[config.mk]
export PLATFORM = sky130hd
export DESIGN_NAME = rdpath
export DESIGN_NICKNAME = d
export VERILOG_FILES = /design/src/hdl/rdpath_pkg.sv /design/src/hdl/rdpath.sv
export SDC_FILE = /design/constraint.sdc
export NUM_CORES = 1
export LEC_CHECK = 0
export BUFFER_PORTS_ARGS = -buffer_cell sky130_fd_sc_hd__buf_2
export CAP_MARGIN = 30
export CORE_ASPECT_RATIO = 1.75
export CORE_MARGIN = 2
export CORE_UTILIZATION = 50
export CTS_CLUSTER_DIAMETER = 150
export CTS_CLUSTER_SIZE = 14
export DETAILED_ROUTE_END_ITERATION = 16
export PLACE_DENSITY_LB_ADDON = 0.2
export SETUP_SLACK_MARGIN = 0.3
export SYNTH_ARGS = -nofsm -noshare
export SYNTH_HDL_FRONTEND = slang
export SYNTH_SLANG_ARGS = --single-unit
[constraint.sdc]
create_clock -name clk_i -period 6.5 [get_ports clk_i]
set_clock_uncertainty 0.15 [all_clocks]
set_input_delay 0.325 -clock clk_i [delete_from_list [all_inputs] [get_ports clk_i]]
set_output_delay 0.325 -clock clk_i [all_outputs]
set_load 0.005 [all_outputs]
[src/hdl/rdpath_pkg.sv]
// shared constants and types for the sdram activate and read timing block
package rdpath_pkg;
    localparam int CK_NS = 125;
    localparam int TRAS_NS = 40;
    localparam int TRTP_NS = 8;
    localparam int TRAS_CK = (TRAS_NS + CK_NS - 1) / CK_NS;
    localparam int TRTP_CK = (TRTP_NS + CK_NS - 1) / CK_NS;
    localparam int DL_DEPTH = 16;
    localparam logic [7:0] CFG_ADR = 8'h00;
    localparam logic [7:0] STAT_ADR = 8'h04;
    localparam logic [2:0] CL_RST = 3'h3;
    localparam logic [2:0] AL_RST = 3'h0;
    localparam int AP_BIT = 10;
    typedef struct packed {
        logic cs_n;
        logic ras_n;
        logic cas_n;
        logic we_n;
        logic [2:0] ba;
        logic [14:0] a;
    } cmd_s;
    typedef struct packed {
        logic valid;
        logic wr;
        logic [2:0] bank;
        logic [9:0] col;
    } acc_s;
    typedef enum logic [1:0] {
        ST_IDLE = 2'b00,
        ST_PRE = 2'b01,
        ST_DATA = 2'b10,
        ST_POST = 2'b11
    } burst_e;
endpackage

[src/hdl/rdpath.sv]
// sdram device side: bank open state, auto precharge, read bursts with strobe, write capture
// Behaviour
// RQ1: row must be activated before access
// RQ2: access waits trcd after activate
// RQ3: same bank reopen needs precharge, trc
// RQ4: activates to other banks tRRD apart
// RQ5: at most four activates per tFAW
// RQ6: read carries column, bank, auto precharge
// RQ7: first data RL=AL+CL clocks after read
// RQ8: strobe low preamble and postamble around data
// RQ9: data lines released after burst ends
// RQ10: read BL/2 later gives gapless data
// RQ11: length four reads never interrupted
// RQ12: length eight read truncated only two later
// RQ13: interrupting read any bank, no precharge
// RQ14: read data finishes before write burst
// RQ15: precharge after read meets AL+BL/2, trtp
// RQ16: trtp measured from last prefetch edge
// RQ17: read to precharge AL+BL/2-2+max(trtp,2)
// RQ18: no bank command until trp elapsed
// RQ19: write latency is read latency minus one
// RQ20: auto precharge after AL+BL/2, tras, trtp
// RQ21: controller keeps per bank timing counters
`timescale 1ns/1ps
module rdpath
    import rdpath_pkg::*;
(
    input wire logic clk_i,
    input wire logic rst_i,
    input wire logic wb_cyc_i,
    input wire logic wb_stb_i,
    input wire logic wb_we_i,
    input wire logic [7:0] wb_adr_i,
    input wire logic [3:0] wb_sel_i,
    input wire logic [31:0] wb_dat_i,
    output logic [31:0] wb_dat_o,
    output logic wb_ack_o,
    input wire logic ck_i,
    input wire cmd_s cmd_i,
    input wire logic [7:0] dq_i,
    output logic [7:0] dq_o,
    output logic dq_oe_n_o,
    output logic dqs_o,
    output logic dqs_n_o,
    output logic dqs_oe_n_o,
    output logic [7:0] wr_data_o,
    output logic wr_valid_o
);
    logic [2:0] ck_sync_ff;
    cmd_s cmd_m_ff, cmd_ff;
    logic [7:0] dq_m_ff, dq_s_ff;
    logic ck_rise, ck_fall, is_act, is_rd, is_wr, is_pre;
    logic [2:0] cl_ff, al_ff;
    logic bl8_ff, ack_ff;
    logic [3:0] rl, bl;
    acc_s dl_ff [DL_DEPTH];
    acc_s rd_hit, pre_hit;
    logic [7:0] open_ff;
    logic [7:0] ap_pend_ff;
    logic [7:0] ras_age_ff [8];
    logic [4:0] ap_age_ff [8];
    burst_e st_ff;
    logic [2:0] left_ff, wleft_ff;
    logic [2:0] bank_ff;
    logic [9:0] col_ff;

    // element value derived from its address, stands in for the array contents
    function automatic logic [7:0] elem_of(input logic [2:0] b, input logic [9:0] c);
        elem_of = c[7:0] ^ {b, 5'h00};
    endfunction

    // pins come from another domain: two flops before anything looks at them
    always_ff @(posedge clk_i) begin
        if (rst_i) begin
            ck_sync_ff <= 3'h0;
            cmd_m_ff <= '1;
            cmd_ff <= '1;
            dq_m_ff <= 8'h00;
            dq_s_ff <= 8'h00;
        end else begin
            ck_sync_ff <= {ck_sync_ff[1:0], ck_i};
            cmd_m_ff <= cmd_i;
            cmd_ff <= cmd_m_ff;
            dq_m_ff <= dq_i;
            dq_s_ff <= dq_m_ff;
        end
    end

    // edges are found on the second and third stage only
    assign ck_rise = ck_sync_ff[1] & ~ck_sync_ff[2];
    assign ck_fall = ~ck_sync_ff[1] & ck_sync_ff[2];
    assign is_act = ck_rise & ~cmd_ff.cs_n & ~cmd_ff.ras_n & cmd_ff.cas_n & cmd_ff.we_n;
    assign is_rd = ck_rise & ~cmd_ff.cs_n & cmd_ff.ras_n & ~cmd_ff.cas_n & cmd_ff.we_n;
    assign is_wr = ck_rise & ~cmd_ff.cs_n & cmd_ff.ras_n & ~cmd_ff.cas_n & ~cmd_ff.we_n;
    assign is_pre = ck_rise & ~cmd_ff.cs_n & ~cmd_ff.ras_n & cmd_ff.cas_n & ~cmd_ff.we_n;
    assign rl = 4'({1'b0, al_ff} + {1'b0, cl_ff}); // RQ7
    assign bl = bl8_ff ? 4'h8 : 4'h4;
    assign rd_hit = dl_ff[rl - 4'h1];
    assign pre_hit = dl_ff[rl - 4'h2]; // RQ19

    // wishbone slave: answer one cycle after the strobe, unmapped reads as zero
    always_ff @(posedge clk_i) begin
        if (rst_i) begin
            ack_ff <= 1'b0;
            cl_ff <= CL_RST;
            al_ff <= AL_RST;
            bl8_ff <= 1'b0;
        end else begin
            ack_ff <= wb_cyc_i & wb_stb_i & ~ack_ff;
            if (wb_cyc_i && wb_stb_i && !ack_ff && wb_we_i && wb_adr_i == CFG_ADR) begin
                if (wb_sel_i[0]) begin
                    cl_ff <= wb_dat_i[2:0];
                    al_ff <= wb_dat_i[6:4];
                end
                if (wb_sel_i[1]) begin
                    bl8_ff <= wb_dat_i[8];
                end
            end
        end
    end
    assign wb_ack_o = ack_ff;

    // read data is combinational off held registers, valid while ack is high
    always_comb begin
        wb_dat_o = 32'h0000_0000;
        if (wb_adr_i == CFG_ADR) begin
            wb_dat_o = {23'h00_0000, bl8_ff, 1'b0, al_ff, 1'b0, cl_ff};
        end else if (wb_adr_i == STAT_ADR) begin
            wb_dat_o = {14'h0000, st_ff, ap_pend_ff, open_ff};
        end
    end

    // access delay line, one slot per ck period, so reads can overlap in flight
    always_ff @(posedge clk_i) begin
        if (rst_i) begin
            for (int i = 0; i < DL_DEPTH; i++) begin
                dl_ff[i] <= '0;
            end
        end else if (ck_rise) begin
            dl_ff[0] <= '{valid: is_rd | is_wr, wr: is_wr, bank: cmd_ff.ba, col: cmd_ff.a[9:0]}; // RQ6
            for (int i = 1; i < DL_DEPTH; i++) begin
                dl_ff[i] <= dl_ff[i - 1];
            end
        end
    end

    // per bank row state; the close of an auto precharge waits for tras and trtp
    for (genvar b = 0; b < 8; b++) begin : g_bank
        logic ap_due;
        assign ap_due = ap_pend_ff[b]
            && ap_age_ff[b] >= 5'({al_ff, 1'b0} / 2 + bl / 2)
            && ap_age_ff[b] >= 5'(al_ff + (bl8_ff ? 2 : 0) + TRTP_CK)
            && ras_age_ff[b] >= 8'(TRAS_CK); // RQ20
        always_ff @(posedge clk_i) begin
            if (rst_i) begin
                open_ff[b] <= 1'b0;
                ap_pend_ff[b] <= 1'b0;
                ras_age_ff[b] <= 8'h00;
                ap_age_ff[b] <= 5'h00;
            end else if (ck_rise) begin
                if (ras_age_ff[b] != 8'hff) begin
                    ras_age_ff[b] <= ras_age_ff[b] + 8'h01;
                end
                if (ap_age_ff[b] != 5'h1f) begin
                    ap_age_ff[b] <= ap_age_ff[b] + 5'h01;
                end
                if (is_act && cmd_ff.ba == 3'(b)) begin
                    open_ff[b] <= 1'b1; // RQ1
                    ras_age_ff[b] <= 8'h00;
                end else if (is_pre && (cmd_ff.a[AP_BIT] || cmd_ff.ba == 3'(b))) begin
                    open_ff[b] <= 1'b0; // RQ15
                    ap_pend_ff[b] <= 1'b0;
                end else if ((is_rd || is_wr) && cmd_ff.ba == 3'(b) && cmd_ff.a[AP_BIT]) begin
                    ap_pend_ff[b] <= 1'b1;
                    ap_age_ff[b] <= 5'h00;
                end else if (ap_due) begin
                    open_ff[b] <= 1'b0;
                    ap_pend_ff[b] <= 1'b0;
                end
            end
        end
        // a close that is not a precharge must wait al + bl/2 ck from its read
        a_ap_hold: assert property (@(posedge clk_i) disable iff (rst_i) // RQ20
            $fell(open_ff[b]) && !$past(is_pre) |-> $past(ap_age_ff[b]) >= 5'(al_ff + bl / 2))
            else $error("auto precharge closed early");
    end

    // burst engine: a new burst loaded at its rise replaces any running one
    always_ff @(posedge clk_i) begin
        if (rst_i) begin
            st_ff <= ST_IDLE;
            left_ff <= 3'h0;
            bank_ff <= 3'h0;
            col_ff <= 10'h000;
            dq_o <= 8'h00;
            dqs_o <= 1'b0;
        end else if (ck_rise) begin
            if (rd_hit.valid && !rd_hit.wr) begin
                st_ff <= ST_DATA; // RQ7 RQ10
                left_ff <= 3'(bl - 4'h1);
                bank_ff <= rd_hit.bank;
                col_ff <= rd_hit.col + 10'h001;
                dq_o <= elem_of(rd_hit.bank, rd_hit.col);
                dqs_o <= 1'b1;
            end else if (st_ff == ST_DATA && left_ff == 3'h0) begin
                st_ff <= ST_POST; // RQ8
                dqs_o <= 1'b0;
            end else if (st_ff == ST_DATA) begin
                left_ff <= left_ff - 3'h1;
                col_ff <= col_ff + 10'h001;
                dq_o <= elem_of(bank_ff, col_ff);
                dqs_o <= 1'b1;
            end else if (pre_hit.valid && !pre_hit.wr) begin
                st_ff <= ST_PRE; // RQ8
                dqs_o <= 1'b0;
            end else begin
                st_ff <= ST_IDLE; // RQ9
                dqs_o <= 1'b0;
            end
        end else if (ck_fall) begin
            if (st_ff == ST_DATA) begin
                left_ff <= left_ff - 3'h1;
                col_ff <= col_ff + 10'h001;
                dq_o <= elem_of(bank_ff, col_ff);
                dqs_o <= 1'b0;
            end else if (st_ff == ST_POST) begin
                st_ff <= ST_IDLE; // RQ9
            end
        end
    end
    // enables are active low while driving; strobe also held through pre and post
    assign dq_oe_n_o = (st_ff != ST_DATA);
    assign dqs_oe_n_o = (st_ff == ST_IDLE);
    assign dqs_n_o = ~dqs_o;

    // write capture one ck before the read latency; one element per ck edge
    always_ff @(posedge clk_i) begin
        if (rst_i) begin
            wleft_ff <= 3'h0;
            wr_data_o <= 8'h00;
            wr_valid_o <= 1'b0;
        end else begin
            wr_valid_o <= 1'b0;
            if (ck_rise && pre_hit.valid && pre_hit.wr) begin
                wleft_ff <= 3'(bl - 4'h1); // RQ19
                wr_data_o <= dq_s_ff;
                wr_valid_o <= 1'b1;
            end else if ((ck_rise || ck_fall) && wleft_ff != 3'h0) begin
                wleft_ff <= wleft_ff - 3'h1;
                wr_data_o <= dq_s_ff;
                wr_valid_o <= 1'b1;
            end
        end
    end

    // checks
    // age of the oldest read whose data has not started yet; a read that comes
    // while an earlier one is still in flight must not restart the count
    logic [3:0] rd_age_ff;
    always_ff @(posedge clk_i) begin
        if (rst_i) begin
            rd_age_ff <= 4'hf;
        end else if (is_rd && rd_age_ff >= rl) begin
            rd_age_ff <= 4'h0;
        end else if (ck_rise && rd_age_ff != 4'hf) begin
            rd_age_ff <= rd_age_ff + 4'h1;
        end
    end
    a_dq_idle_hiz: assert property (@(posedge clk_i) disable iff (rst_i) // RQ9
        st_ff == ST_POST && ck_fall |=> dq_oe_n_o && dqs_oe_n_o) else $error("lines driven while idle");
    a_preamble_low: assert property (@(posedge clk_i) disable iff (rst_i) // RQ8
        st_ff == ST_PRE |-> !dqs_o && dqs_n_o && dq_oe_n_o) else $error("bad read preamble");
    a_postamble_low: assert property (@(posedge clk_i) disable iff (rst_i) // RQ8
        st_ff == ST_POST |-> !dqs_o && !dqs_oe_n_o) else $error("bad read postamble");
    a_read_latency: assert property (@(posedge clk_i) disable iff (rst_i) // RQ7
        $rose(st_ff == ST_DATA) && rd_age_ff != 4'hf |-> rd_age_ff == rl)
        else $error("first element not at read latency");
    a_data_follows: assert property (@(posedge clk_i) disable iff (rst_i) // RQ7
        ck_rise && rd_hit.valid && !rd_hit.wr |=> st_ff == ST_DATA && dqs_o
        && dq_o == elem_of($past(rd_hit.bank), $past(rd_hit.col))) else $error("burst not loaded");
    a_act_opens: assert property (@(posedge clk_i) disable iff (rst_i) // RQ1
        is_act |=> open_ff[$past(cmd_ff.ba)]) else $error("activate left bank closed");
    a_pre_closes: assert property (@(posedge clk_i) disable iff (rst_i) // RQ15
        is_pre && !cmd_ff.a[AP_BIT] |=> !open_ff[$past(cmd_ff.ba)]) else $error("precharge kept row");
    a_ap_early: assert property (@(posedge clk_i) disable iff (rst_i) // RQ20
        is_rd && cmd_ff.a[AP_BIT] && open_ff[cmd_ff.ba] |=> open_ff[$past(cmd_ff.ba)])
        else $error("auto precharge closed at command");
    a_write_valid: assert property (@(posedge clk_i) disable iff (rst_i) // RQ19
        ck_rise && pre_hit.valid && pre_hit.wr |=> wr_valid_o && wr_data_o == $past(dq_s_ff))
        else $error("write capture missed");
    // the postamble must follow the last element unless a new burst takes over
    a_post_follows: assert property (@(posedge clk_i) disable iff (rst_i) // RQ8
        ck_rise && st_ff == ST_DATA && left_ff == 3'h0 && !(rd_hit.valid && !rd_hit.wr)
        |=> st_ff == ST_POST && !dqs_o && !dqs_oe_n_o) else $error("postamble missing");
    a_ack_single: assert property (@(posedge clk_i) disable iff (rst_i)
        wb_ack_o |=> !wb_ack_o) else $error("ack held longer than one cycle");
    c_gapless: cover property (@(posedge clk_i) disable iff (rst_i)
        ck_rise && rd_hit.valid && st_ff == ST_DATA && left_ff == 3'h0);
    c_truncate: cover property (@(posedge clk_i) disable iff (rst_i)
        ck_rise && rd_hit.valid && st_ff == ST_DATA && left_ff != 3'h0);
    c_ap_close: cover property (@(posedge clk_i) disable iff (rst_i) $fell(|ap_pend_ff));
endmodule

* Word level (Yosys, flattened, before mapping)
Memory sizes are Yosys's and may differ from the RTL's.
Cells that the tools add are included.
** Word-level totals
- Register bits after elaboration :: 118
- Memory bits (writable) :: 344
- Output and inout bits :: 54
- Memories :: 3
** Memories
- dl_ff :: words 16, bits a word 15, read ports 17, clocked after Yosys merged registers in 0, write ports 16, RTL line rdpath.sv:56 : acc_s dl_ff [DL_DEPTH];
- ras_age_ff :: words 8, bits a word 8, read ports 8, clocked after Yosys merged registers in 0, write ports 8, RTL line rdpath.sv:60 : logic [7:0] ras_age_ff [8];
- ap_age_ff :: words 8, bits a word 5, read ports 8, clocked after Yosys merged registers in 0, write ports 8, RTL line rdpath.sv:61 : logic [4:0] ap_age_ff [8];
** Cells by class
- Add/sub/neg operators :: 27
- $lt $le $gt $ge :: 24
- Equality and inequality tests :: 38
- Muxes and demuxes :: 284
- Bitwise logic cells :: 80
- Reductions and logical operators :: 126
** Operators by type and width (number)
- two-way mux 15 bit :: 16
- two-way mux 1 bit :: 206
- two-way mux 8 bit :: 23
- two-way mux 5 bit :: 16
- greater-or-equal comparator 5 bit :: 15
- logical AND 1 bit :: 66
- adder 8 x 1 -> 8 bit, second input constant :: 8
- greater-or-equal comparator 8 x 1 -> 1 bit, second input constant :: 8
- != test 8 bit, second input constant :: 8
- nonzero test 3 bit :: 17
- two-way mux 10 bit :: 5
- bitwise OR 1 bit :: 49
- AND reduction 3 bit :: 16
- adder 5 x 1 -> 5 bit, second input constant :: 8
- != test 5 bit, second input constant :: 8
- two-way mux 18 bit :: 2
- != test 3 bit, second input constant :: 9
- two-way mux 3 bit :: 7
- adder 10 x 1 -> 10 bit, second input constant :: 2
- two-way mux 2 bit :: 8
- inverter 1 bit :: 16
- bitwise XOR 8 bit :: 2
- AND 1 bit :: 13
- == test 3 bit, second input constant :: 4
- 22 further kinds :: 47

* Longest topological paths before layout
Gate-level depths: netlist (run 1).
- Depth after elaboration :: 16
- Depth in mapped cells :: 17

* Worst setup path after synthesis (run 1)
OpenSTA, ideal clock, no wires.
- Kind :: reg-to-reg
- Start :: register ck_sync_ff[2]
- End :: memory dl_ff[0][0] (netlist name), enable pin
- Library setup time :: 1635 ps
- Data arrival time :: 4633 ps
- Path slack :: 83 ps
- Cell stages (with the launch flop) :: 7
- Path buffers :: 2
- Cell sequence :: dfxtp_1 -> inv_1 -> ha_1 -> inv_1 -> clkbuf_1 -> clkbuf_1 -> nand2_1
** RTL lines
- start, declared :: RTL line rdpath.sv:49 : logic [2:0] ck_sync_ff;
- start signal, assigned :: RTL line rdpath.sv:81 : ck_sync_ff <= {ck_sync_ff[1:0], ck_i};
- end, declared :: RTL line rdpath.sv:56

* Final worst setup path (run 1)
- Start :: register al_ff[1]
- End :: register col_ff[4]
** On the way
- Cells in the longest elaborated chain, start to end :: 7
- Elaborated cells on any way between the ends :: 10
** Ends and longest elaborated chain
- start, declared :: RTL line rdpath.sv:53 : logic [2:0] cl_ff, al_ff;
- start signal, assigned :: RTL line rdpath.sv:113 : al_ff <= wb_dat_i[6:4];
- adder 3 x 3 -> 4 bit * :: RTL line rdpath.sv:96 : assign rl = 4'({1'b0, al_ff} + {1'b0, cl_ff});
- subtractor 4 x 1 -> 4 bit * :: RTL line rdpath.sv:98 : assign rd_hit = dl_ff[rl - 4'h1];
- memory (16 x 15 bit) *
- branches (longest 4 deep; another with adder 10 x 1 -> 10 bit)
- end signal, assigned :: RTL line rdpath.sv:202 : col_ff <= rd_hit.col + 10'h001;
- end signal, assigned :: RTL line rdpath.sv:210 : col_ff <= col_ff + 10'h001;
- end signal, assigned :: RTL line rdpath.sv:223 : col_ff <= col_ff + 10'h001;
- end, declared :: RTL line rdpath.sv:65 : logic [9:0] col_ff;
Every way passes the cells marked *.
A chain may end at the register's enable or synchronous reset.

==> out/metrics.cfg, run 1 <==
[logic_synthesis]
synth_area_per_cell_sq_um=11.8
synthDistinctLibCells=64
yosysWarnings=0
postSynthCellCount=1825
synth_area_leaders=edfxtp_1 44%, dfxtp_1 10%, mux4_2 6.6%, ha_1 6.4%, and3_1 4.6%
ys_seq_area_frac=0.539
synthFlopType=edfxtp_1
yosysTopAreaCell=edfxtp_1
synth-edff-count=312
synthArstFlopShare=0
netlist.area_leader.share=0.435
synth_seq_cells=424
netlist_area_sq_um=21500

[finish]
nFillCells=3619
final_common_cell=edfxtp_1
drive_gt1_frac=0.144
antenna_cells=0
utilization=0.564
nets=2109
final_cell_mix=312 x edfxtp_1, 189 x nor2_1, 157 x and3_1, 112 x dfxtp_1, 108 x ha_1
area_growth_pct=11.4

[worst_setup_path]
cp-start-kind=register
crit_chain=inv_1 -> fa_1 -> ha_2 -> buf_4 -> mux4_2 -> mux2i_1 -> mux2_2 -> inv_1 -> ha_1 -> nor3b_1 -> xnor2_1 -> a22oi_1 -> a21oi_1
worst-path-buf-inv=3
path_common_cell=inv_1
worstSetupPathType=reg -> reg
max_stage_delay_ns=0.96
cp.required_ns=6.75
worstPathMaxFanout=44
critical-path-top-delay-family=adder cells
r2r_setup_slack_ns=1.86
cp-end-kind=register
worstPathArrival_ns=4.89
cp_slowest_cell=fa_1

[detailed_routing]
drt_iter0_markers=819
avgRoutedWirePerCell_microns=18.3
wirelength_mm=45.8
antenna_left=0
drc=0
via_per_inst=5.57
dr_total_vias=13900
drt-pass1-iter-count=7

[sta]
max-slew-margin-rel=0.364
setup_violations=0
rsz0062_at_grt=no
period_share=0.714
tightest_slew_ns=0.952
period_needed_ns=4.64
clock.fmax_mhz=215
fin_setup_tns_ns=0
hold_violations=0
drv_slew=0

[global_route]
gr-total-overflow=0
grt_start_max_net_pins=153
antenna_found_initial=0
grt_first_pass_wirelength_mm=75.1
track_usage=0.208
grt_pass1_vias=14600

[cts]
clk_pin_slew_ns=0.07
hold_buffers=44
cts_buffers=36
clock_latency_ns=0.54
ctsHtreeMaxLevel=2
cts_tree=yes
post_cts_buffers=0
cts_sinks=424
cts_root_buf=clkbuf_16
cts-resized-gates=0
cts.path.max_buffers=3

[pwr]
p_leak_uw=0.00957
peakVddDrop_v=0.000199
p_per_area_nw_per_um2=232

[flow_run]
maxCapViolations=0

[floorplan]
die_area_sq_um=44800
rows=100
fp.dieW_microns=161
initial_utilization=0.506
ios=134
dieHeight_microns=279
core-area_sq_um=42500

[placed_design]
place_congestion=0.823
port_buffers=86
hpwl_mm=29.9

[status]
status=completed

[worst_hold_path]
hold_path_class=in -> reg

## cell families (layout without fill, tap and decap cells)
group | count (synthesis) | count (layout) | synth area share
flops | 424 | 424 | 0.539
xor+xnor | 82 | 82 | 0.0342
buf+inv | 180 | 284 | 0.0350
compound gates | 164 | 164 | 0.0489
other cells | 1 | 14 | 0.000174
fa+ha+maj | 118 | 118 | 0.0691
mux | 108 | 108 | 0.0876
simple gates | 748 | 748 | 0.186
## registers in the layout, indices dropped and copies added, names as in the netlist
register and cells:
cl_ff 3, left_ff 3, open_ff 8, cmd_m_ff 16, al_ff 3, col_ff 8
st_ff 2, cmd_ff 16, ck_sync_ff 3, dq_s_ff 8, bl8_ff 1, ras_age_ff 64
wleft_ff 3, bank_ff 3, dq_o 8, ap_age_ff 40, wr_valid_o 1, wr_data_o 8
ap_pend_ff 8, dq_m_ff 8, dqs_o 1, dl_ff 208, wb_ack_o 1
## final timing paths
| path | from | to | depth (start not counted) |
|---|---|---|---|
| worst max-delay path | al_ff[1]$_SDFFE_PP0P_ | col_ff[4]$_SDFFE_PP0P_ | 13 |
| worst min-delay path | wb_sel_i[0] | cl_ff[1]$_SDFFE_PP1P_ | 4 |
| worst max register to register | al_ff[1]$_SDFFE_PP0P_ | col_ff[4]$_SDFFE_PP0P_ | 13 |
| worst min register to register | cmd_m_ff[16]$_SDFF_PP1_ | cmd_ff[16]$_SDFF_PP1_ | 1 |
## power breakdown
part / leakage, uW / switching, uW / internal (uW)
combinational: 0.00489 / 206 / 171
sequential: 0.00418 / 89.9 / 3050
clock: 0.000501 / 970 / 1080
## cell type report
cell class                      count  area (sq um)  area share
Timing Repair Buffer              150          1100      0.0458
Clock buffer                       62          1020      0.0425
Tap cell                          561           702      0.0293
Clock inverter                      3          28.8     0.00120
Multi-Input combinational cell   1234          9270       0.386
Inverter                           69           262      0.0109
Sequential cell                   424         11600       0.484
## worst min-delay path: cells and delay by family
| kind | cells | cell delay [ns] |
|---|---|---|
| buffers and inverters | 1 | 0.08 |
| and+or+nand+nor | 2 | 0.24 |
| muxes | 1 | 0.18 |
## per-layer routing
layer,vias up,share of wire,track usage
li1,6714,-,-
met1,6908,0.40,0.238
met2,231,0.53,0.386
met3,87,0.029,0.0235
met4,0,0.043,0.0916
met5,-,0,0
## synthesized netlist by cell type (22+ instances only)
cell type  instances
edfxtp_1         312
nor2_1           189
and3_1           157
dfxtp_1          112
ha_1             111
nor2b_1          101
clkbuf_1          80
inv_1             67
nand2_1           66
mux4_2            63
nand3_1           57
a21oi_1           51
or2_2             48
xor2_1            48
mux2i_1           38
o21ai_0           36
nand2b_1          34
xnor2_1           33
and2_1            23
nor3_1            22
## stage by stage
| step | hold slack (ns) | total power (uW) | area (sq um) | std cells | setup slack (ns) |
|---|---|---|---|---|---|
| CTS | 0.141 | 5620 | 24000 | 2502 | 1.78 |
| global placement | 0.241 | 3540 | 22400 | 2391 | 1.82 |
| detailed placement | 0.248 | 3560 | 22500 | 2393 | 1.77 |
| finish | 0.163 | 5560 | 24000 | 2503 | 1.86 |
| floorplan | 0.239 | 3440 | 21600 | 1838 | 2.18 |
| global route | 0.173 | 5780 | 24000 | 2503 | 1.56 |
No activity file was read; power rests on OpenSTA's default activity.
==> run 2, diff against run 1 <==
==> constraint.sdc (replaced) <==
create_clock -name clk_i -period 3.7 [get_ports clk_i]
set_clock_uncertainty 0.15 [all_clocks]
set_input_delay 0.185 -clock clk_i [delete_from_list [all_inputs] [get_ports clk_i]]
set_output_delay 0.185 -clock clk_i [all_outputs]
set_load 0.005 [all_outputs]
==> run 2 against run 1 <==
  * Flip-flop and latch count unchanged
  * Worst hold slack got worse by 0.14 ns
  * Combinational power grew 84%
  * Global-route usage is 0.18 points lower
  * Sequential share of layout area shrank 1.6 points
  * Non-clock buffer count grew 53
  * Critical path depth increased by 2
  * Largest power group unchanged
  * Power increased by 77%
  * Final area rose by 3.6%
  * Die area unchanged
==> out/metrics.cfg, run 2 (same netlist as run 1, synthesis figures left out) <==
[status]
status=completed  ; unchanged

[worst_setup_path]
cp.required_ns=4.02  ; was 6.75 ns
worst-path-buf-inv=3  ; unchanged
worstPathArrival_ns=3.95  ; was 4.89 ns
crit_chain=ha_4 -> inv_2 -> fa_2 -> ha_4 -> nand2_4 -> nand2_4 -> xor2_4 -> buf_12 -> clkbuf_16 -> mux2i_1 -> mux2_4 -> nor4_4 -> nand4_1 -> or4_1 -> o211ai_2  ; was inv_1 -> fa_1 -> ha_2 -> buf_4 -> mux4_2 -> mux2i_1 -> mux2_2 -> inv_1 -> ha_1 -> nor3b_1 -> xnor2_1 -> a22oi_1 -> a21oi_1
cp_slowest_cell=fa_2  ; was fa_1
setup.worst_path.start=cl_ff[0]$_SDFFE_PP1P_  ; was al_ff[1]$_SDFFE_PP0P_
r2r_start=cl_ff[0]$_SDFFE_PP1P_  ; was al_ff[1]$_SDFFE_PP0P_
critical-path-top-delay-family=simple AND/OR/NAND/NOR gates  ; was adder cells
ff2ff_path_depth=15  ; was 13
cp-start-kind=register  ; unchanged
cp-end-kind=register  ; unchanged
worstSetupPathType=reg -> reg  ; unchanged
worstPathMaxFanout=5  ; was 44
r2r_end=col_ff[7]$_SDFFE_PP0P_  ; was col_ff[4]$_SDFFE_PP0P_
max_stage_delay_ns=0.62  ; was 0.96 ns
r2r_setup_slack_ns=0.07  ; was 1.86 ns

[sta]
clock.fmax_mhz=275  ; was 215 MHz
tightest_slew_ns=1.00  ; was 0.952 ns
max-slew-margin-rel=0.333  ; was 0.364
drv_slew=0  ; unchanged
setup_violations=0  ; unchanged
period_needed_ns=3.63  ; was 4.64 ns
finalWorstSetupSlack_ns=0.0674  ; was 1.86 ns
period_share=0.982  ; was 0.714
hold_violations=0  ; unchanged
rsz0062_at_grt=yes  ; was no

[flow_run]
maxCapViolations=0  ; unchanged

[pwr]
power_uw=9840  ; was 5560 uW
p_per_area_nw_per_um2=396  ; was 232 nW/um^2
peakVddDrop_v=0.000354  ; was 0.000199 V
p_leak_uw=0.00992  ; was 0.00957 uW

[finish]
area_growth_pct=15.4  ; was 11.4%
reg_top3=dl_ff (208), ras_age_ff (64), ap_age_ff (40)  ; unchanged
nets=2162  ; was 2109
final_cell_mix=312 x edfxtp_1, 188 x nor2_1, 157 x and3_1, 108 x dfxtp_1, 105 x ha_1  ; was 312 x edfxtp_1, 189 x nor2_1, 157 x and3_1, 112 x dfxtp_1, 108 x ha_1
final_common_cell=edfxtp_1  ; unchanged
utilization=0.584  ; was 0.564
seq_area_sq_um=11600  ; about the same
drive_gt1_frac=0.189  ; was 0.144
largest_register=dl_ff  ; unchanged
multiInputGateArea_sq_um=9540  ; was 9270 sq um
largest_reg_flops=208  ; unchanged
nFillCells=3464  ; was 3619
design_area_sq_um=24900  ; was 24000 sq um
antenna_cells=0  ; unchanged

[global_route]
antenna_found_initial=0  ; unchanged
grt_start_max_net_pins=126  ; was 153
grt_first_pass_wirelength_mm=74.7  ; was 75.1 mm
grt_pass1_vias=14500  ; was 14600
track_usage=0.206  ; was 0.208
gr-total-overflow=0  ; unchanged

[floorplan]
core-area_sq_um=42500  ; unchanged
dieHeight_microns=279  ; unchanged
ios=134  ; unchanged
initial_utilization=0.506  ; unchanged
die_area_sq_um=44800  ; unchanged
rows=100  ; unchanged
fp.dieW_microns=161  ; unchanged

[worst_hold_path]
worstHoldStart=wb_sel_i[0]  ; unchanged
hold_end=cl_ff[0]$_SDFFE_PP1P_  ; was cl_ff[1]$_SDFFE_PP1P_
min_path_cells=4  ; unchanged
hold_path_class=in -> reg  ; unchanged

[detailed_routing]
drc=0  ; unchanged
via_per_inst=5.56  ; was 5.57
drt-pass1-iter-count=5  ; was 7
antenna_left=0  ; unchanged
wirelength_mm=47.2  ; was 45.8 mm
avgRoutedWirePerCell_microns=18.5  ; was 18.3 microns
drt_iter0_markers=841  ; was 819
dr_total_vias=14200  ; was 13900

[placed_design]
hpwl_mm=30.9  ; was 29.9 mm
dp_slack_ns=0.0289  ; was 1.77 ns
place_congestion=0.819  ; was 0.823
port_buffers=86  ; unchanged
dpl-instance-area_sq_um=22800  ; was 22500 sq um

[cts]
cts_root_buf=clkbuf_16  ; unchanged
clk_pin_slew_ns=0.07  ; about the same
cts_buffers=36  ; unchanged
clock_latency_ns=0.54  ; about the same
cts.path.max_buffers=3  ; unchanged
ctsHtreeMaxLevel=2  ; unchanged
cts_tree=yes  ; unchanged
cts_sinks=424  ; unchanged

==> run 2: timing repair <==
action                                 in CTS  in global routing
gates cloned                                0                  6
setup endpoints to repair                  29                 31
buffers inserted                            9                 16
pin swaps                                   4                 22
resized for setup                           7                 64
endpoints found under the hold margin      38                  0
hold buffers                               42                  0
==> run 2: final cells by class <==
| type | instances | area share |
|---|---|---|
| Multi-Input combinational cell | 1234 | 0.384 |
| Clock inverter | 2 | 0.00111 |
| Timing Repair Buffer | 203 | 0.0665 |
| Tap cell | 561 | 0.0282 |
| Sequential cell | 424 | 0.468 |
| Clock buffer | 63 | 0.0420 |
| Inverter | 69 | 0.0107 |
==> run 2: stage by stage <==
step           std cells  hold slack, ns  TNS (ns)
6_report            2556          0.0186         0
5_1_grt             2556          0.0571   -0.0594
4_1_cts             2534         0.00483         0
3_5_place_dp        2418           0.219         0
3_3_place_gp        2418           0.219         0
2_1_floorplan       1838           0.139         0
==> run 2: metal layers <==
metal | share of wire | track usage
met1 | 0.39 | 0.238
met2 | 0.54 | 0.388
met3 | 0.032 | 0.0221
met4 | 0.035 | 0.0751
met5 | 0 | 0
==> run 2: power by group <==
part | leakage (uW) | total (uW) | switching [uW] | internal (uW)
Combinational | 0.00523 | 694 | 373 | 320
Sequential | 0.00418 | 5510 | 161 | 5350
Clock | 0.000511 | 3630 | 1700 | 1930
==> run 2: worst max path at each step <==
stage	to	slack (ns)	cells past startpoint
6_report	col_ff[7]$_SDFFE_PP0P_	0.07	15
5_1_grt	col_ff[7]$_SDFFE_PP0P_	-0.06	16
4_1_cts	col_ff[7]$_SDFFE_PP0P_	0.10	14
3_5_place_dp	col_ff[7]$_SDFFE_PP0P_	0.03	14
3_3_place_gp	col_ff[7]$_SDFFE_PP0P_	0.05	14
2_1_floorplan	col_ff[6]$_SDFFE_PP0P_	0.30	13
==> run 2: tightest hold or removal path, stage by stage <==
cell and delay, ns:
buf_2 0.07, nand2_1 0.19, mux2i_1 0.18, nand2_1 0.05
==> run 3, diff against run 2 <==
--- a/config.mk
+++ b/config.mk
@@ -9,11 +9,11 @@
 export CAP_MARGIN = 30
 export CORE_ASPECT_RATIO = 1.75
 export CORE_MARGIN = 2
-export CORE_UTILIZATION = 50
+export CORE_UTILIZATION = 55
 export CTS_CLUSTER_DIAMETER = 150
 export CTS_CLUSTER_SIZE = 14
 export DETAILED_ROUTE_END_ITERATION = 16
-export PLACE_DENSITY_LB_ADDON = 0.2
+export PLACE_DENSITY = 0.76
 export SETUP_SLACK_MARGIN = 0.3
 export SYNTH_ARGS = -nofsm -noshare
 export SYNTH_HDL_FRONTEND = slang
==> constraint.sdc (replaced) <==
create_clock -name clk_i -period 3.7 [get_ports clk_i]
set_clock_uncertainty 0.15 [all_clocks]
set_input_delay 0.185 -clock clk_i [delete_from_list [all_inputs] [get_ports clk_i]]
set_output_delay 0.185 -clock clk_i [all_outputs]
set_load 0.1 [all_outputs]
==> run 3 against run 2 <==
  * Sequential power hardly changed
  * Setup slack worse by 0.033 ns
  * Utilization is 6.5 points higher
  * Via count is 2.9% higher
  * Routed wire length is 2.4% higher
  * Count of clock-buffer cells in the layout stayed put
  * Combinational power is 15% higher
  * Critical path type unchanged
  * Highest routed layer unchanged
  * First-iteration DRC count is 7.1% higher
  * Flip-flop and latch count stayed put
  * Largest power group unchanged
  * Power is 0.74% higher
  * Register-to-register slack worse by 0.03 ns
==> out/metrics.cfg, run 3 (same netlist as run 1, synthesis figures left out) <==
[finish]
antenna_cells=0  ; unchanged
final_cells=2496  ; was 2556
drive_gt1_frac=0.202  ; was 0.189
final_common_cell=edfxtp_1  ; unchanged
largest_reg_flops=208  ; unchanged
nets=2177  ; was 2162
largest_register=dl_ff  ; unchanged
final_cell_mix=312 x edfxtp_1, 184 x nor2_1, 157 x and3_1, 110 x dfxtp_1, 107 x ha_1  ; was 312 x edfxtp_1, 188 x nor2_1, 157 x and3_1, 108 x dfxtp_1, 105 x ha_1
area_growth_pct=16.2  ; was 15.4%
reg_top3=dl_ff (208), ras_age_ff (64), ap_age_ff (40)  ; unchanged

[sta]
period_share=0.991  ; was 0.982
clock.fmax_mhz=273  ; was 275 MHz
rsz0062_at_grt=yes  ; unchanged
fin_setup_tns_ns=0  ; unchanged
max-slew-margin-rel=0.420  ; was 0.333
hold_violations=0  ; unchanged
setup_violations=0  ; unchanged
drv_slew=0  ; unchanged
period_needed_ns=3.67  ; was 3.63 ns
holdWs_ns=0.0297  ; was 0.0186 ns
tightest_slew_ns=0.870  ; was 1.00 ns

[global_route]
antenna_found_initial=0  ; unchanged
gr-total-overflow=0  ; unchanged
track_usage=0.230  ; was 0.206
grt_pass1_vias=14900  ; was 14500
grt_first_pass_wirelength_mm=75.7  ; was 74.7 mm
grt_start_max_net_pins=114  ; was 126

[floorplan]
core-area_sq_um=38500  ; was 42500 sq um
fp.dieW_microns=154  ; was 161 microns
initial_utilization=0.559  ; was 0.506
die_area_sq_um=40800  ; was 44800 sq um
dieHeight_microns=266  ; was 279 microns
rows=95  ; was 100
ios=134  ; unchanged

[pwr]
peakVddDrop_v=0.000450  ; was 0.000354 V
p_leak_uw=0.0101  ; was 0.00992 uW
p_per_area_nw_per_um2=396  ; about the same

[worst_setup_path]
worstPathMaxFanout=5  ; unchanged
max_stage_delay_ns=0.57  ; was 0.62 ns
worstPathArrival_ns=3.91  ; was 3.95 ns
cp_slowest_cell=fa_2  ; unchanged
worstSetupPathType=reg -> reg  ; unchanged
cp-start-kind=register  ; unchanged
path_common_cell=buf_6
cp-end-kind=register  ; unchanged
cp.required_ns=3.94  ; was 4.02 ns
crit_chain=ha_4 -> inv_2 -> fa_2 -> buf_6 -> ha_4 -> buf_12 -> buf_8 -> buf_6 -> mux4_2 -> mux2i_1 -> mux2_4 -> buf_6 -> buf_6 -> nor3_4 -> xnor2_2 -> a221oi_2 -> nor2_1  ; was ha_4 -> inv_2 -> fa_2 -> ha_4 -> nand2_4 -> nand2_4 -> xor2_4 -> buf_12 -> clkbuf_16 -> mux2i_1 -> mux2_4 -> nor4_4 -> nand4_1 -> or4_1 -> o211ai_2

[detailed_routing]
wirelength_mm=48.3  ; was 47.2 mm
antenna_left=0  ; unchanged
dr_total_vias=14600  ; was 14200
drt-pass1-iter-count=5  ; unchanged
via_per_inst=5.86  ; was 5.56
drt_iter0_markers=901  ; was 841
avgRoutedWirePerCell_microns=19.4  ; was 18.5 microns
drc=0  ; unchanged

[placed_design]
place_congestion=0.864  ; was 0.819
hpwl_mm=30.8  ; was 30.9 mm
dp_cells=2345  ; was 2418
port_buffers=86  ; unchanged

[cts]
cts_root_buf=clkbuf_16  ; unchanged
clk_pin_slew_ns=0.07  ; about the same
cts.path.max_buffers=3  ; unchanged
clock_latency_ns=0.53  ; was 0.54 ns
cts_tree=yes  ; unchanged
ctsHtreeMaxLevel=2  ; unchanged
cts_sinks=424  ; unchanged
cts_buffers=36  ; unchanged

[flow_run]
maxCapViolations=0  ; unchanged

[status]
status=completed  ; unchanged

[worst_hold_path]
hold_path_class=in -> reg  ; unchanged

## run 3: stage by stage
step                      instance area, sq um  worst slack (ns)  power, uW  utilization
after detailed placement                 22700           -0.0439       6320        0.588
after global placement                   22700            0.0114       6280        0.588
after global routing                     25000           -0.0897      10200        0.650
final                                    25000            0.0344       9910        0.650
after CTS                                24500            0.0923       9950        0.636
after floorplan                          21700             0.301       6110            -
## run 3: final timing paths
kind / end / cells past startpoint / start / slack (ns)
hold / removal: cl_ff[1]$_SDFFE_PP1P_ / 4 / wb_sel_i[0] / 0.03
setup / recovery: col_ff[3]$_SDFFE_PP0P_ / 17 / cl_ff[0]$_SDFFE_PP1P_ / 0.03
setup reg to reg: col_ff[3]$_SDFFE_PP0P_ / 17 / cl_ff[0]$_SDFFE_PP1P_ / 0.03
hold reg to reg: cmd_ff[19]$_SDFF_PP1_ / 1 / cmd_m_ff[19]$_SDFF_PP1_ / 0.26
## run 3: timing repair
| item | CTS | global route |
|---|---|---|
| buffers inserted | 21 | 17 |
| endpoints found under the hold margin | 38 | 0 |
| cloned | 5 | 3 |
| hold buffers | 39 | 0 |
| gates resized for setup | 40 | 67 |
| pin swaps | 10 | 27 |
| endpoints found under the setup margin | 30 | 29 |
## run 3: cell type report
cell class,instances,area (sq um)
tap,485,607
clock inverter,3,28.8
fill,2847,13500
sequential,424,11600
clock buffer,63,1020
inverter,69,265
multi-input combinational,1235,9620
timing repair buffer,217,1870
## run 3: worst max-delay path: cells and delay by family (launching register included)
family,cells,cell delay (ns)
simple gates,2,0.30
compound gates,1,0.26
fa+ha+maj,3,0.94
mux,3,0.58
xor+xnor,1,0.13
buf+inv,7,0.78
flops,1,0.36
## run 3: power breakdown
part	switching, uW	internal [uW]	total [uW]
sequential	162	5350	5510
clock	1710	1890	3600
combinational	462	336	798
## run 3: metal layers
metal | routed length [microns] | GRT usage | vias up | part of all wire
met1 | 18100 | 0.256 | 7235 | 0.37
li1 | - | - | 6862 | -
met3 | 1910 | 0.0294 | 136 | 0.040
met4 | 2040 | 0.102 | 0 | 0.042
met5 | 0 | 0 | - | 0
met2 | 26300 | 0.433 | 396 | 0.54
